--- config.mk ---
export PLATFORM = sky130hd
export DESIGN_NAME = adm_core
export DESIGN_NICKNAME = d
export VERILOG_FILES = /design/src/common/adm_pkg.sv /design/src/rtl/adm_core.sv
export SDC_FILE = /design/constraint.sdc
export NUM_CORES = 1
export LEC_CHECK = 0
export BUFFER_PORTS_ARGS = -buffer_cell sky130_fd_sc_hd__buf_2
export CAP_MARGIN = 20
export CORE_ASPECT_RATIO = 0.9
export CORE_MARGIN = 5
export CORE_UTILIZATION = 55
export CTS_CLUSTER_DIAMETER = 100
export DETAILED_ROUTE_END_ITERATION = 10
export HOLD_SLACK_MARGIN = 0.05
export MAX_ROUTING_LAYER = met4
export PLACE_DENSITY = 0.81
export SYNTH_ARGS = -nofsm -noshare
export SYNTH_HDL_FRONTEND = slang
export SYNTH_SLANG_ARGS = --single-unit
--- constraint.sdc ---
create_clock -name CORE_CLK_I -period 6.45 [get_ports CORE_CLK_I]
set_input_delay 0.645 -clock CORE_CLK_I [delete_from_list [all_inputs] [get_ports CORE_CLK_I]]
set_output_delay 0.645 -clock CORE_CLK_I [all_outputs]
set_load 0.1 [all_outputs]
--- src/common/adm_pkg.sv ---
package adm_pkg;

  // Core clock and conversion timing
  localparam int CLK_PERIOD_NS = 8;
  localparam int T_CONV_NS = 600;
  localparam int CONV_CYC = T_CONV_NS / CLK_PERIOD_NS;
  localparam int T_CYCLE_BASE_NS = 1000;
  localparam int OSC_SLOW_MUL = 32;
  localparam int NUM_CH = 8;

  // Register byte offsets
  localparam logic [7:0] ADDR_GEN = 8'h00;
  localparam logic [7:0] ADDR_STATUS = 8'h04;
  localparam logic [7:0] ADDR_AVG = 8'h08;
  localparam logic [7:0] ADDR_TIMING = 8'h0c;
  localparam logic [7:0] ADDR_DATA_CFG = 8'h10;
  localparam logic [7:0] ADDR_SEQ = 8'h14;
  localparam logic [7:0] ADDR_PIN = 8'h18;
  localparam logic [7:0] ADDR_OUT_LVL = 8'h1c;
  localparam logic [7:0] ADDR_IN_LVL = 8'h20;
  localparam logic [7:0] ADDR_EVT = 8'h24;
  localparam logic [7:0] ADDR_FLAGS = 8'h28;
  localparam logic [7:0] ADDR_RESULT = 8'h2c;
  localparam logic [2:0] ADDR_THR_PAGE = 3'b010;

  // Field positions
  localparam int GEN_START_BIT = 6;
  localparam int STAT_CRC_ERR_BIT = 0;
  localparam int STAT_BUSY_BIT = 1;
  localparam int TIM_OSC_BIT = 4;
  localparam int DCFG_CH_LSB = 4;

  // Append tag codes
  localparam logic [1:0] TAG_CHID = 2'b01;
  localparam logic [1:0] TAG_STATUS = 2'b10;

  // Reset values
  localparam logic [11:0] THR_HIGH_RST = 12'hfff;
  localparam logic [11:0] THR_LOW_RST = 12'h000;
  localparam logic [3:0] HYST_RST = 4'h0;
  localparam logic [3:0] EVT_RST = 4'h0;
  localparam logic [7:0] PIN_CFG_RST = 8'h00;

  // Checksum generator x^8 + x^2 + x + 1
  localparam logic [7:0] CRC_POLY = 8'h07;
  localparam logic [7:0] CRC_INIT = 8'h00;

  typedef struct packed {
    logic cal;
    logic crc_alert_enable;
    logic stop_on_crc_error;
    logic auto_mode;
    logic window_compare_enable;
    logic crc_en;
  } adm_gen_t;

  typedef struct packed {
    logic [3:0] hyst;
    logic [3:0] evt;
    logic [11:0] low;
    logic [11:0] high;
  } adm_thr_t;

  localparam adm_thr_t THR_RST = '{hyst: HYST_RST, evt: EVT_RST, low: THR_LOW_RST, high: THR_HIGH_RST};

  typedef enum logic [2:0] {
    ST_IDLE = 3'b001,
    ST_CONV = 3'b010,
    ST_GAP = 3'b100
  } adm_state_t;

  // Bitwise checksum of one byte, MSB first
  function automatic logic [7:0] adm_crc8(input logic [7:0] data);
    logic [7:0] c;
    c = CRC_INIT ^ data;
    for (int i = 0; i < 8; i++)
    begin
      c = c[7] ? ((c << 1) ^ CRC_POLY) : (c << 1);
    end
    return c;
  endfunction

  // Next enabled channel after cur, wrapping round
  function automatic logic [2:0] adm_next_ch(input logic [7:0] en, input logic [2:0] cur);
    logic [2:0] idx;
    logic found;
    adm_next_ch = cur;
    found = 1'b0;
    for (int i = 1; i <= NUM_CH; i++)
    begin
      idx = 3'(cur + 3'(i));
      if (en[idx] && !found)
      begin
        adm_next_ch = idx;
        found = 1'b1;
      end
    end
  endfunction

endpackage

--- src/rtl/adm_core.sv ---
// Overview of operation
// - Writing the calibrate bit starts calibration; it clears itself when done.
// - One oversampling field sets averaging for all analog channels.
// - Averaging yields a 16-bit result, one LSB is reference over 65536.
// - Host starts only the first conversion; the rest of the run is internal.
// - Autonomous mode averages the sequence-enabled channels one after another.
// - Comparator uses the upper 12 bits of the averaged result.
// - With checksum on, outgoing bytes get a checksum, incoming ones are checked.
// - Checksum polynomial is x^8 + x^2 + x + 1 both ways.
// - A bad incoming checksum discards the byte and sets the error flag.
// - Register writes are blocked until the error flag is cleared by writing one.
// - Error may raise the alert; status tag may be appended to data.
// - Autonomous conversions stop after an input error when stop bit is set.
// - Per-channel bits select analog, digital input, open-drain or push-pull output.
// - Output level register drives outputs; input level register reads pin levels.
// - Internal start spacing follows oscillator select and 4-bit divider.
// - Conversion time is fixed; only spacing between starts changes.
// - Data is MSB aligned, 16 or 12 bits, optional 4-bit tag after.
// - Per-channel thresholds, hysteresis, event count; reset high FFF, low 000.
// - Consecutive violations are counted; flag set only once count is reached.
// - Region bit picks out-of-window or in-band detection; both flags possible.
// - Flags set for all channels when enabled; alert only for selected channels.
// - Digital inputs: region 0 rising edge sets high, region 1 falling sets low.
// - After reset every channel is an analog input.
// - Results are straight binary, zero gives 000, full scale gives FFF.
//
// The implementer's own choices: the APB interface to the registers and the register addresses.
`timescale 1ns/1ps
module adm_core
  import adm_pkg::*;
#(
  parameter int CYCLE_BASE_NS = T_CYCLE_BASE_NS
)
(
  // Clock and reset
  input wire logic CORE_CLK_I,
  input wire logic RSTN_I,
  // APB register port
  input wire logic PSEL_I,
  input wire logic PENABLE_I,
  input wire logic PWRITE_I,
  input wire logic [7:0] PADDR_I,
  input wire logic [31:0] PWDATA_I,
  output logic [31:0] PRDATA_O,
  output logic PREADY_O,
  output logic PSLVERR_O,
  // Converter core
  output logic ADC_START_O,
  output logic [2:0] ADC_CH_O,
  input wire logic [11:0] ADC_DATA_I,
  output logic CAL_REQ_O,
  input wire logic CAL_DONE_I,
  // Serial link byte stream
  input wire logic RX_VALID_I,
  input wire logic [7:0] RX_DATA_I,
  input wire logic [7:0] RX_CRC_I,
  output logic RX_ACCEPT_O,
  output logic [7:0] RX_DATA_O,
  input wire logic TX_VALID_I,
  input wire logic [7:0] TX_DATA_I,
  output logic TX_CRC_VALID_O,
  output logic [7:0] TX_CRC_O,
  // Channel pins and alert
  input wire logic [7:0] GPIO_I,
  output logic [7:0] GPIO_O,
  output logic [7:0] GPIO_OE_O,
  output logic ALERT_O
);

  localparam int CONV_DLY = CONV_CYC - 1;

  adm_gen_t gen_ff, nxt_gen;
  adm_thr_t thr_ff [NUM_CH];
  adm_thr_t nxt_thr [NUM_CH];
  adm_state_t st_ff, nxt_st;
  logic [3:0] hcnt_ff [NUM_CH];
  logic [3:0] nxt_hcnt [NUM_CH];
  logic [3:0] lcnt_ff [NUM_CH];
  logic [3:0] nxt_lcnt [NUM_CH];
  logic crc_err_ff, nxt_crc_err;
  logic [2:0] osr_ff, nxt_osr;
  logic [3:0] div_ff, nxt_div;
  logic osc_ff, nxt_osc;
  logic [1:0] tag_sel_ff, nxt_tag_sel;
  logic [2:0] man_ch_ff, nxt_man_ch;
  logic [7:0] seq_ff, nxt_seq, pin_ff, nxt_pin, dir_ff, nxt_dir, drv_ff, nxt_drv;
  logic [7:0] lvl_ff, nxt_lvl, region_ff, nxt_region, alsel_ff, nxt_alsel;
  logic [7:0] hi_flag_ff, nxt_hi_flag, lo_flag_ff, nxt_lo_flag, gpio_prev_ff;
  logic [31:0] prdata_ff, nxt_prdata, rd_data;
  logic pready_ff, nxt_pready, pslverr_ff, nxt_pslverr, alert_ff, nxt_alert;
  logic rd_hit, wr_c, man_start_c;
  logic [2:0] cur_ch_ff, nxt_ch, go_ch;
  logic [18:0] acc_ff, nxt_acc, sum_c;
  logic [22:0] avg_wide;
  logic [7:0] smp_ff, nxt_smp, nsamp;
  logic [31:0] gap_ff, nxt_gap, len_c;
  logic [7:0] conv_ff, nxt_conv;
  logic start_ff, nxt_start, go_c, done_c, auto_go;
  logic [15:0] result_ff, nxt_result;
  logic [2:0] res_ch_ff, nxt_res_ch;
  logic res_avg_ff, nxt_res_avg;
  logic rx_acc_ff, nxt_rx_acc, txv_ff, nxt_txv, rx_bad_c;
  logic [7:0] rx_data_ff, nxt_rx_data, tx_crc_ff, nxt_tx_crc;
  logic [7:0] gpio_o_ff, nxt_gpio_o, gpio_oe_ff, nxt_gpio_oe;
  logic [3:0] tag_c;
  logic [31:0] since_ff;

  // Start spacing in core cycles; floor, never below one cycle
  function automatic logic [31:0] cycle_len(input logic sel, input logic [3:0] div);
    logic [31:0] ns;
    logic [31:0] cyc;
    ns = 32'(CYCLE_BASE_NS) << div[3:1];
    if (div[0])
      ns = ns + (ns >> 1);
    if (sel)
      ns = 32'(ns * 32'(OSC_SLOW_MUL));
    cyc = ns / 32'(CLK_PERIOD_NS);
    return (cyc == 32'h0) ? 32'h1 : cyc;
  endfunction

  // Tag appended after data: channel id or status flags
  always_comb
  begin
    tag_c = 4'h0;
    if (tag_sel_ff == TAG_CHID)
      tag_c = {1'b0, res_ch_ff};
    else if (tag_sel_ff == TAG_STATUS)
      tag_c = {crc_err_ff, |hi_flag_ff, |lo_flag_ff, st_ff != ST_IDLE};
  end

  // Register read decode, shared by read data and write qualification
  always_comb
  begin
    rd_hit = (PADDR_I[1:0] == 2'b00);
    rd_data = 32'h0;
    unique case (PADDR_I)
      ADDR_GEN: rd_data = 32'(gen_ff);
      ADDR_STATUS: rd_data = {30'h0, st_ff != ST_IDLE, crc_err_ff};
      ADDR_AVG: rd_data = {29'h0, osr_ff};
      ADDR_TIMING: rd_data = {27'h0, osc_ff, div_ff};
      ADDR_DATA_CFG: rd_data = {25'h0, man_ch_ff, 2'b00, tag_sel_ff};
      ADDR_SEQ: rd_data = {24'h0, seq_ff};
      ADDR_PIN: rd_data = {8'h0, drv_ff, dir_ff, pin_ff};
      ADDR_OUT_LVL: rd_data = {24'h0, lvl_ff};
      ADDR_IN_LVL: rd_data = {24'h0, GPIO_I & pin_ff};
      ADDR_EVT: rd_data = {16'h0, alsel_ff, region_ff};
      ADDR_FLAGS: rd_data = {16'h0, lo_flag_ff, hi_flag_ff};
      ADDR_RESULT: rd_data = res_avg_ff ? {12'h0, result_ff, tag_c} : {16'h0, result_ff[15:4], tag_c};
      default:
      begin
        if (PADDR_I[7:5] == ADDR_THR_PAGE)
          rd_data = thr_ff[PADDR_I[4:2]];
        else
          rd_hit = 1'b0;
      end
    endcase
  end

  // A write lands only at the completing edge, and, except to the status register, only while no input error stands
  assign wr_c = PSEL_I && PENABLE_I && pready_ff && PWRITE_I && rd_hit
                && (!crc_err_ff || PADDR_I == ADDR_STATUS) && PADDR_I != ADDR_IN_LVL;
  assign man_start_c = wr_c && PADDR_I == ADDR_GEN && PWDATA_I[GEN_START_BIT];
  assign rx_bad_c = RX_VALID_I && gen_ff.crc_en && adm_crc8(RX_DATA_I) != RX_CRC_I;

  // Bus answer, configuration, flags and window comparator
  always_comb
  begin
    nxt_gen = gen_ff;
    nxt_thr = thr_ff;
    nxt_hcnt = hcnt_ff;
    nxt_lcnt = lcnt_ff;
    nxt_osr = osr_ff;
    nxt_div = div_ff;
    nxt_osc = osc_ff;
    nxt_tag_sel = tag_sel_ff;
    nxt_man_ch = man_ch_ff;
    nxt_seq = seq_ff;
    nxt_pin = pin_ff;
    nxt_dir = dir_ff;
    nxt_drv = drv_ff;
    nxt_lvl = lvl_ff;
    nxt_region = region_ff;
    nxt_alsel = alsel_ff;
    nxt_hi_flag = hi_flag_ff;
    nxt_lo_flag = lo_flag_ff;
    nxt_crc_err = crc_err_ff;
    nxt_prdata = prdata_ff;
    nxt_pslverr = pslverr_ff;
    nxt_pready = 1'b0;
    // One wait state: read data is registered at the same edge that raises ready
    if (PSEL_I && PENABLE_I && !pready_ff)
    begin
      nxt_pready = 1'b1;
      nxt_prdata = PWRITE_I ? 32'h0 : rd_data;
      nxt_pslverr = !rd_hit || (PWRITE_I && crc_err_ff && PADDR_I != ADDR_STATUS);
    end
    // Hardware finishing calibration clears the bit
    if (CAL_DONE_I)
      nxt_gen.cal = 1'b0;
    if (wr_c)
    begin
      unique case (PADDR_I)
        ADDR_GEN: nxt_gen = adm_gen_t'(PWDATA_I[5:0]) | adm_gen_t'{cal: gen_ff.cal & !CAL_DONE_I, default: 1'b0};
        ADDR_STATUS: nxt_crc_err = crc_err_ff & !PWDATA_I[STAT_CRC_ERR_BIT];
        ADDR_AVG: nxt_osr = PWDATA_I[2:0];
        ADDR_TIMING:
        begin
          nxt_div = PWDATA_I[3:0];
          nxt_osc = PWDATA_I[TIM_OSC_BIT];
        end
        ADDR_DATA_CFG:
        begin
          nxt_tag_sel = PWDATA_I[1:0];
          nxt_man_ch = PWDATA_I[DCFG_CH_LSB +: 3];
        end
        ADDR_SEQ: nxt_seq = PWDATA_I[7:0];
        ADDR_PIN:
        begin
          nxt_pin = PWDATA_I[7:0];
          nxt_dir = PWDATA_I[15:8];
          nxt_drv = PWDATA_I[23:16];
        end
        ADDR_OUT_LVL: nxt_lvl = PWDATA_I[7:0];
        ADDR_EVT:
        begin
          nxt_region = PWDATA_I[7:0];
          nxt_alsel = PWDATA_I[15:8];
        end
        ADDR_FLAGS:
        begin
          nxt_hi_flag = hi_flag_ff & ~PWDATA_I[7:0];
          nxt_lo_flag = lo_flag_ff & ~PWDATA_I[15:8];
        end
        default:
        begin
          if (PADDR_I[7:5] == ADDR_THR_PAGE)
            nxt_thr[PADDR_I[4:2]] = adm_thr_t'(PWDATA_I);
        end
      endcase
    end
    // Hardware sets come after the clears so a coincident event wins
    if (rx_bad_c)
      nxt_crc_err = 1'b1;
    // Digital input edges raise flags directly, no event counting
    for (int c = 0; c < NUM_CH; c++)
    begin
      if (gen_ff.window_compare_enable && pin_ff[c] && !dir_ff[c])
      begin
        if (!region_ff[c] && GPIO_I[c] && !gpio_prev_ff[c])
          nxt_hi_flag[c] = 1'b1;
        if (region_ff[c] && !GPIO_I[c] && gpio_prev_ff[c])
          nxt_lo_flag[c] = 1'b1;
      end
    end
    // Analog result: top 12 bits against thresholds of its channel
    if (done_c && gen_ff.window_compare_enable && !pin_ff[cur_ch_ff])
    begin
      automatic adm_thr_t t = thr_ff[cur_ch_ff];
      automatic logic [11:0] v = avg_wide[15:4];
      automatic logic hv = region_ff[cur_ch_ff] ? (v >= t.low && v <= t.high) : (v > t.high);
      automatic logic lv = region_ff[cur_ch_ff] ? (v >= t.low && v <= t.high) : (v < t.low);
      // Hysteresis: out-of-window, a count re-arms only once the value backs off by the margin; in-band, as soon as it leaves the band
      automatic logic hok = region_ff[cur_ch_ff] ? !hv : ({1'b0, v} + {9'h0, t.hyst} <= {1'b0, t.high});
      automatic logic lok = region_ff[cur_ch_ff] ? !lv : ({1'b0, v} >= {1'b0, t.low} + {9'h0, t.hyst});
      if (hv)
      begin
        if (hcnt_ff[cur_ch_ff] >= t.evt)
          nxt_hi_flag[cur_ch_ff] = 1'b1;
        if (hcnt_ff[cur_ch_ff] != 4'hf)
          nxt_hcnt[cur_ch_ff] = 4'(hcnt_ff[cur_ch_ff] + 4'h1);
      end
      else if (hok)
        nxt_hcnt[cur_ch_ff] = 4'h0;
      if (lv)
      begin
        if (lcnt_ff[cur_ch_ff] >= t.evt)
          nxt_lo_flag[cur_ch_ff] = 1'b1;
        if (lcnt_ff[cur_ch_ff] != 4'hf)
          nxt_lcnt[cur_ch_ff] = 4'(lcnt_ff[cur_ch_ff] + 4'h1);
      end
      else if (lok)
        nxt_lcnt[cur_ch_ff] = 4'h0;
    end
    // Alert only from selected channels, plus optional input error
    nxt_alert = |((hi_flag_ff | lo_flag_ff) & alsel_ff) || (gen_ff.crc_alert_enable && crc_err_ff);
  end

  always_ff @(posedge CORE_CLK_I or negedge RSTN_I)
  begin
    if (!RSTN_I)
    begin
      gen_ff <= '0;
      thr_ff <= '{default: THR_RST};
      hcnt_ff <= '{default: 4'h0};
      lcnt_ff <= '{default: 4'h0};
      osr_ff <= 3'h0;
      div_ff <= 4'h0;
      osc_ff <= 1'b0;
      tag_sel_ff <= 2'b00;
      man_ch_ff <= 3'h0;
      seq_ff <= 8'h00;
      pin_ff <= PIN_CFG_RST;
      dir_ff <= 8'h00;
      drv_ff <= 8'h00;
      lvl_ff <= 8'h00;
      region_ff <= 8'h00;
      alsel_ff <= 8'h00;
      hi_flag_ff <= 8'h00;
      lo_flag_ff <= 8'h00;
      crc_err_ff <= 1'b0;
      prdata_ff <= 32'h0;
      pready_ff <= 1'b0;
      pslverr_ff <= 1'b0;
      alert_ff <= 1'b0;
      gpio_prev_ff <= 8'h00;
    end
    else
    begin
      gen_ff <= nxt_gen;
      thr_ff <= nxt_thr;
      hcnt_ff <= nxt_hcnt;
      lcnt_ff <= nxt_lcnt;
      osr_ff <= nxt_osr;
      div_ff <= nxt_div;
      osc_ff <= nxt_osc;
      tag_sel_ff <= nxt_tag_sel;
      man_ch_ff <= nxt_man_ch;
      seq_ff <= nxt_seq;
      pin_ff <= nxt_pin;
      dir_ff <= nxt_dir;
      drv_ff <= nxt_drv;
      lvl_ff <= nxt_lvl;
      region_ff <= nxt_region;
      alsel_ff <= nxt_alsel;
      hi_flag_ff <= nxt_hi_flag;
      lo_flag_ff <= nxt_lo_flag;
      crc_err_ff <= nxt_crc_err;
      prdata_ff <= nxt_prdata;
      pready_ff <= nxt_pready;
      pslverr_ff <= nxt_pslverr;
      alert_ff <= nxt_alert;
      gpio_prev_ff <= GPIO_I;
    end
  end

  // Conversion sequencer; starts are spaced by the programmed cycle time
  assign nsamp = 8'h01 << osr_ff;
  assign len_c = cycle_len(osc_ff, div_ff);
  assign auto_go = gen_ff.auto_mode && |seq_ff && !(gen_ff.stop_on_crc_error && crc_err_ff);
  assign sum_c = 19'(acc_ff + {7'h0, ADC_DATA_I});
  assign avg_wide = {sum_c, 4'h0} >> osr_ff;

  always_comb
  begin
    nxt_st = st_ff;
    nxt_ch = cur_ch_ff;
    nxt_acc = acc_ff;
    nxt_smp = smp_ff;
    nxt_gap = (gap_ff != 32'h0) ? 32'(gap_ff - 32'h1) : 32'h0;
    nxt_conv = conv_ff;
    nxt_start = 1'b0;
    nxt_result = result_ff;
    nxt_res_ch = res_ch_ff;
    nxt_res_avg = res_avg_ff;
    done_c = 1'b0;
    go_c = 1'b0;
    go_ch = cur_ch_ff;
    unique case (st_ff)
      ST_IDLE:
      begin
        if (auto_go)
        begin
          go_c = 1'b1;
          go_ch = adm_next_ch(seq_ff, cur_ch_ff);
        end
        else if (man_start_c && !gen_ff.auto_mode)
        begin
          go_c = 1'b1;
          go_ch = man_ch_ff;
        end
      end
      ST_CONV:
      begin
        // Fixed conversion time regardless of spacing settings
        if (conv_ff != 8'h00)
          nxt_conv = 8'(conv_ff - 8'h01);
        else if (8'(smp_ff + 8'h01) == nsamp)
        begin
          done_c = 1'b1;
          nxt_result = avg_wide[15:0];
          nxt_res_ch = cur_ch_ff;
          nxt_res_avg = osr_ff != 3'h0;
          nxt_smp = 8'h00;
          nxt_acc = 19'h0;
          nxt_st = auto_go ? ST_GAP : ST_IDLE;
          if (auto_go)
            nxt_ch = adm_next_ch(seq_ff, cur_ch_ff);
        end
        else
        begin
          nxt_smp = 8'(smp_ff + 8'h01);
          nxt_acc = sum_c;
          nxt_st = ST_GAP;
        end
      end
      ST_GAP:
      begin
        // Rest of an averaging run is started internally
        if (gap_ff == 32'h0)
        begin
          if (smp_ff != 8'h00 || auto_go)
            go_c = 1'b1;
          else
            nxt_st = ST_IDLE;
        end
      end
      default: nxt_st = ST_IDLE;
    endcase
    if (go_c)
    begin
      nxt_st = ST_CONV;
      nxt_ch = go_ch;
      nxt_start = 1'b1;
      nxt_gap = 32'(len_c - 32'h1);
      nxt_conv = 8'(CONV_DLY);
    end
  end

  always_ff @(posedge CORE_CLK_I or negedge RSTN_I)
  begin
    if (!RSTN_I)
    begin
      st_ff <= ST_IDLE;
      cur_ch_ff <= 3'h7;
      acc_ff <= 19'h0;
      smp_ff <= 8'h00;
      gap_ff <= 32'h0;
      conv_ff <= 8'h00;
      start_ff <= 1'b0;
      result_ff <= 16'h0;
      res_ch_ff <= 3'h0;
      res_avg_ff <= 1'b0;
      since_ff <= 32'h0;
    end
    else
    begin
      st_ff <= nxt_st;
      cur_ch_ff <= nxt_ch;
      acc_ff <= nxt_acc;
      smp_ff <= nxt_smp;
      gap_ff <= nxt_gap;
      conv_ff <= nxt_conv;
      start_ff <= nxt_start;
      result_ff <= nxt_result;
      res_ch_ff <= nxt_res_ch;
      res_avg_ff <= nxt_res_avg;
      since_ff <= start_ff ? 32'h0 : 32'(since_ff + 32'h1);
    end
  end

  // Link checksum and channel pin drivers
  always_comb
  begin
    nxt_rx_acc = RX_VALID_I && !rx_bad_c;
    nxt_rx_data = (RX_VALID_I && !rx_bad_c) ? RX_DATA_I : rx_data_ff;
    nxt_txv = TX_VALID_I && gen_ff.crc_en;
    nxt_tx_crc = TX_VALID_I ? adm_crc8(TX_DATA_I) : tx_crc_ff;
    // Open-drain only ever pulls low; a high comes from the external pull-up
    for (int c = 0; c < NUM_CH; c++)
    begin
      nxt_gpio_oe[c] = pin_ff[c] && dir_ff[c] && (drv_ff[c] || !lvl_ff[c]);
      nxt_gpio_o[c] = drv_ff[c] && lvl_ff[c];
    end
  end

  always_ff @(posedge CORE_CLK_I or negedge RSTN_I)
  begin
    if (!RSTN_I)
    begin
      rx_acc_ff <= 1'b0;
      rx_data_ff <= 8'h00;
      txv_ff <= 1'b0;
      tx_crc_ff <= 8'h00;
      gpio_o_ff <= 8'h00;
      gpio_oe_ff <= 8'h00;
    end
    else
    begin
      rx_acc_ff <= nxt_rx_acc;
      rx_data_ff <= nxt_rx_data;
      txv_ff <= nxt_txv;
      tx_crc_ff <= nxt_tx_crc;
      gpio_o_ff <= nxt_gpio_o;
      gpio_oe_ff <= nxt_gpio_oe;
    end
  end

  // Outputs straight from flops
  assign PRDATA_O = prdata_ff;
  assign PREADY_O = pready_ff;
  assign PSLVERR_O = pslverr_ff;
  assign ADC_START_O = start_ff;
  assign ADC_CH_O = cur_ch_ff;
  assign CAL_REQ_O = gen_ff.cal;
  assign RX_ACCEPT_O = rx_acc_ff;
  assign RX_DATA_O = rx_data_ff;
  assign TX_CRC_VALID_O = txv_ff;
  assign TX_CRC_O = tx_crc_ff;
  assign GPIO_O = gpio_o_ff;
  assign GPIO_OE_O = gpio_oe_ff;
  assign ALERT_O = alert_ff;

endmodule

==> flow_metrics.env <==
export IMPL_synth_seq_area_share=0.431
export IMPL_syn_to_final_growth_pct=12.8
export IMPL_grt_remaining_overflow=0
export IMPL_vias_per_cell=6.68
export IMPL_clk_latency_ps=670
export IMPL_synth_edf_count=0
export IMPL_holdWs_ps=147
export IMPL_ys_flop_type="dfrtp_1"
export IMPL_cts_buffer_depth=3
export IMPL_synthTopCellsByArea="dfrtp_1 (35%), mux2_2 (14%), mux4_2 (10%), dfstp_2 (7.7%), ha_1 (3.4%)"
export IMPL_yosysTopAreaCell="dfrtp_1"
export IMPL_slew_headroom=0.213
export IMPL_slowest_stage="fa_1"
export IMPL_clock_sinks=583
export IMPL_fin_ws_ps=339
export IMPL_ys_top_cells_by_count="dfrtp_1 (483), mux2_2 (420), nand2_1 (282)"
export IMPL_dp_hpwl_microns=73000
export IMPL_hold_path_class="in -> reg"
export IMPL_leakage_nw=17.3
export IMPL_min_period_ps=6110
export IMPL_setup_tns_final_ps=0
export IMPL_port_buffers=165
export IMPL_synth_seq_cells=583
export IMPL_finalSetupViolations=0
export IMPL_die_x_microns=273
export IMPL_yosysMostFrequentCell="dfrtp_1"
export IMPL_crit_path_max_fanout=8
export IMPL_grt_pass1_wl_microns=163000
export IMPL_skew_ps=43.6
export IMPL_synth_top_area_frac=0.354
export IMPL_antenna_found_initial=13
export IMPL_fmax_mhz=164
export IMPL_critPathCapture="hcnt_ff[3]$_DFFE_PN0P_"
export IMPL_ys_types=90
export IMPL_grt_max_degree=202
export IMPL_worstSetupEndpointType="flip-flop"
export IMPL_final_antenna_net_count=0
export IMPL_r2r_start="acc_ff[0]$_DFFE_PN0P_"
export IMPL_worstMarginPinSlew_ps=1180
export IMPL_synth_area_per_cell_sq_um=11.6
export IMPL_io_pins=166
export IMPL_rr_worst_depth=27
export IMPL_yosysWarnings=0
export IMPL_initialDrtViolationCount=3077
export IMPL_start_util=0.556
export IMPL_syn_num_nets=3144
export IMPL_first_global_vias=27306
export IMPL_dieArea_sq_mm=0.0671
export IMPL_cts_buffers=61
export IMPL_clk_pin_slew_ps=70
export IMPL_vias=26519
export IMPL_timing_final_max_slew_violations=0
export IMPL_crit_arrival_ps=6620
export IMPL_cp_start_kind="flip-flop"
export IMPL_gp_congestion=1.03
export IMPL_drt_pass1_iter_count=8
export IMPL_rsz0062_at_grt="true"
export IMPL_num_rows=86
export IMPL_finalWirelength_microns=104000
export IMPL_finalCritPeriodShare=0.947
export IMPL_reg2reg_to="hcnt_ff[3]$_DFFE_PN0P_"
export IMPL_fin_util=0.628
export IMPL_cts_root_buf="clkbuf_16"
export IMPL_peakVddDrop_v=0.000233
export IMPL_status="finished, final reports clean"
export IMPL_synth_async_reset_ratio=1.00
export IMPL_htree_levels=2
export IMPL_cap_violations=0
export IMPL_final_nets=3306
export IMPL_place_ws_ps=-20.8
export IMPL_die_y_microns=246
export IMPL_wl_per_cell_microns=26.3
export IMPL_crit_start="acc_ff[0]$_DFFE_PN0P_"
export IMPL_post_cts_repair_setup_buffers=0
export IMPL_cp_required_ps=6960
export IMPL_power_density_mw_per_mm2=218
export IMPL_grt_util_all_layers=0.318
export IMPL_criticalPathCategory="reg -> reg"
export IMPL_fillers=4595
export IMPL_core_area_sq_mm=0.0613
export IMPL_slowest_delay_ps=410
export IMPL_drc_errors=0
export IMPL_cts_tree="yes"
export IMPL_reg2reg_slack_ps=340
export IMPL_syn_inst=2953
export IMPL_synth_area_sq_mm=0.0341
export IMPL_hold_viol_final=0
export IMPL_layout_drive_gt1_share=0.351
## how the worst min path moves through the flow
| stage | startpoint | end | slack [ps] | cells after the start |
|---|---|---|---|---|
| after floorplan | RSTN_I | ADC_START_O$_DFF_PN0_ | 350 | 0 |
| after global placement | PRDATA_O[22]$_DFFE_PN0P_ | PRDATA_O[22]$_DFFE_PN0P_ | 460 | 2 |
| after detailed placement | PRDATA_O[21]$_DFFE_PN0P_ | PRDATA_O[21]$_DFFE_PN0P_ | 470 | 2 |
| after CTS | GPIO_I[5] | gpio_prev_ff[5]$_DFF_PN0_ | 120 | 1 |
| after global routing | GPIO_I[5] | gpio_prev_ff[5]$_DFF_PN0_ | 140 | 1 |
| final | GPIO_I[5] | gpio_prev_ff[5]$_DFF_PN0_ | 150 | 1 |
## worst max-delay path: cells and delay by family, from the launching register on
| kind | cells | cell delay, ps |
|---|---|---|
| AO/OA/AOI/OAI | 11 | 2060 |
| adder cells (fa/ha/maj) | 5 | 1530 |
| AND/OR/NAND/NOR | 6 | 1020 |
| multiplexers | 2 | 610 |
| flip-flops | 1 | 350 |
| buffers and inverters | 2 | 240 |
| XOR/XNOR | 1 | 160 |
## sequential cells by signal, indices dropped and copies added, names as in the netlist, 16 cells and up
register and flops:
PRDATA_O 32, acc_ff 19, gap_ff 32, hcnt_ff 32, lcnt_ff 32, result_ff 16
thr_ff 256
## final cells by class
type | count | area (sq um) | area share
timing repair buffer | 271 | 1690 | 0.0438
sequential | 583 | 14700 | 0.382
multi-input combinational | 2130 | 18500 | 0.481
clock buffer | 79 | 1760 | 0.0456
inverter | 68 | 255 | 0.00663
tap | 792 | 991 | 0.0257
antenna | 11 | 27.5 | 0.000715
clock inverter | 36 | 529 | 0.0137
## placed cells by master, fill, tap and decap left out, types with 15 or more instances in the layout
cell / synthesis / layout
dfstp_2: 100 / 98
clkinv_2: 0 / 15
o31ai_1: 21 / 21
dfrtp_1: 483 / 483
mux4_2: 159 / 159
inv_1: 67 / 67
a22oi_1: 17 / 17
nand2b_1: 15 / 15
a21o_1: 28 / 28
buf_2: 30 / 163
xor2_1: 48 / 48
mux2i_1: 79 / 79
nand3_1: 48 / 48
clkbuf_16: 0 / 62
nor2_1: 148 / 139
buf_4: 2 / 102
o21ai_0: 158 / 157
nand4_1: 21 / 21
nor2b_1: 25 / 24
a21oi_1: 96 / 96
nor4_1: 33 / 33
ha_1: 94 / 94
mux2_2: 420 / 420
xnor2_1: 72 / 72
nor3_1: 42 / 40
nand2_1: 282 / 282
o22ai_1: 24 / 24
and2_1: 27 / 27
## timing repair
item,CTS,global route
setup endpoints to repair,0,57
hold buffers,1,0
resized for setup,0,6
endpoints found under the hold margin,60,0
## stage by stage
stage | power (mW) | area, sq um | instances
2_1_floorplan | 4.18 | 34100 | 2953
3_3_place_gp | 4.45 | 36200 | 3843
3_5_place_dp | 4.47 | 36200 | 3843
4_1_cts | 8.43 | 38500 | 3959
5_1_grt | 8.64 | 38500 | 3970
6_report | 8.39 | 38500 | 3970
## kinds of logic (layout without fill, tap and decap cells)
kind of cell | count (synthesis) | count (layout) | synth area share
AOI/OAI and AO/OA | 527 | 527 | 0.103
xor gates and xnor gates | 120 | 120 | 0.0308
adders and majority gates | 99 | 99 | 0.0374
buffers and inverters | 240 | 454 | 0.0277
DFF | 583 | 583 | 0.431
muxes | 667 | 667 | 0.271
other | 1 | 12 | 0.000110
and+or+nand+nor | 716 | 716 | 0.0993
## layer usage
layer,routed length (microns),GRT usage,vias to the layer above
met4,4580,0.123,0
li1,-,-,11328
met5,0,-,-
met3,10500,0.0760,319
met1,41600,0.421,13390
met2,47600,0.483,1482
## where the power goes
part / switching [mW] / total (mW) / internal (mW)
Sequential: 0.0158 / 3.70 / 3.68
Combinational: 0.507 / 0.719 / 0.213
Clock: 1.60 / 3.97 / 2.37
Note: power is estimated with default switching activity, not from simulation.
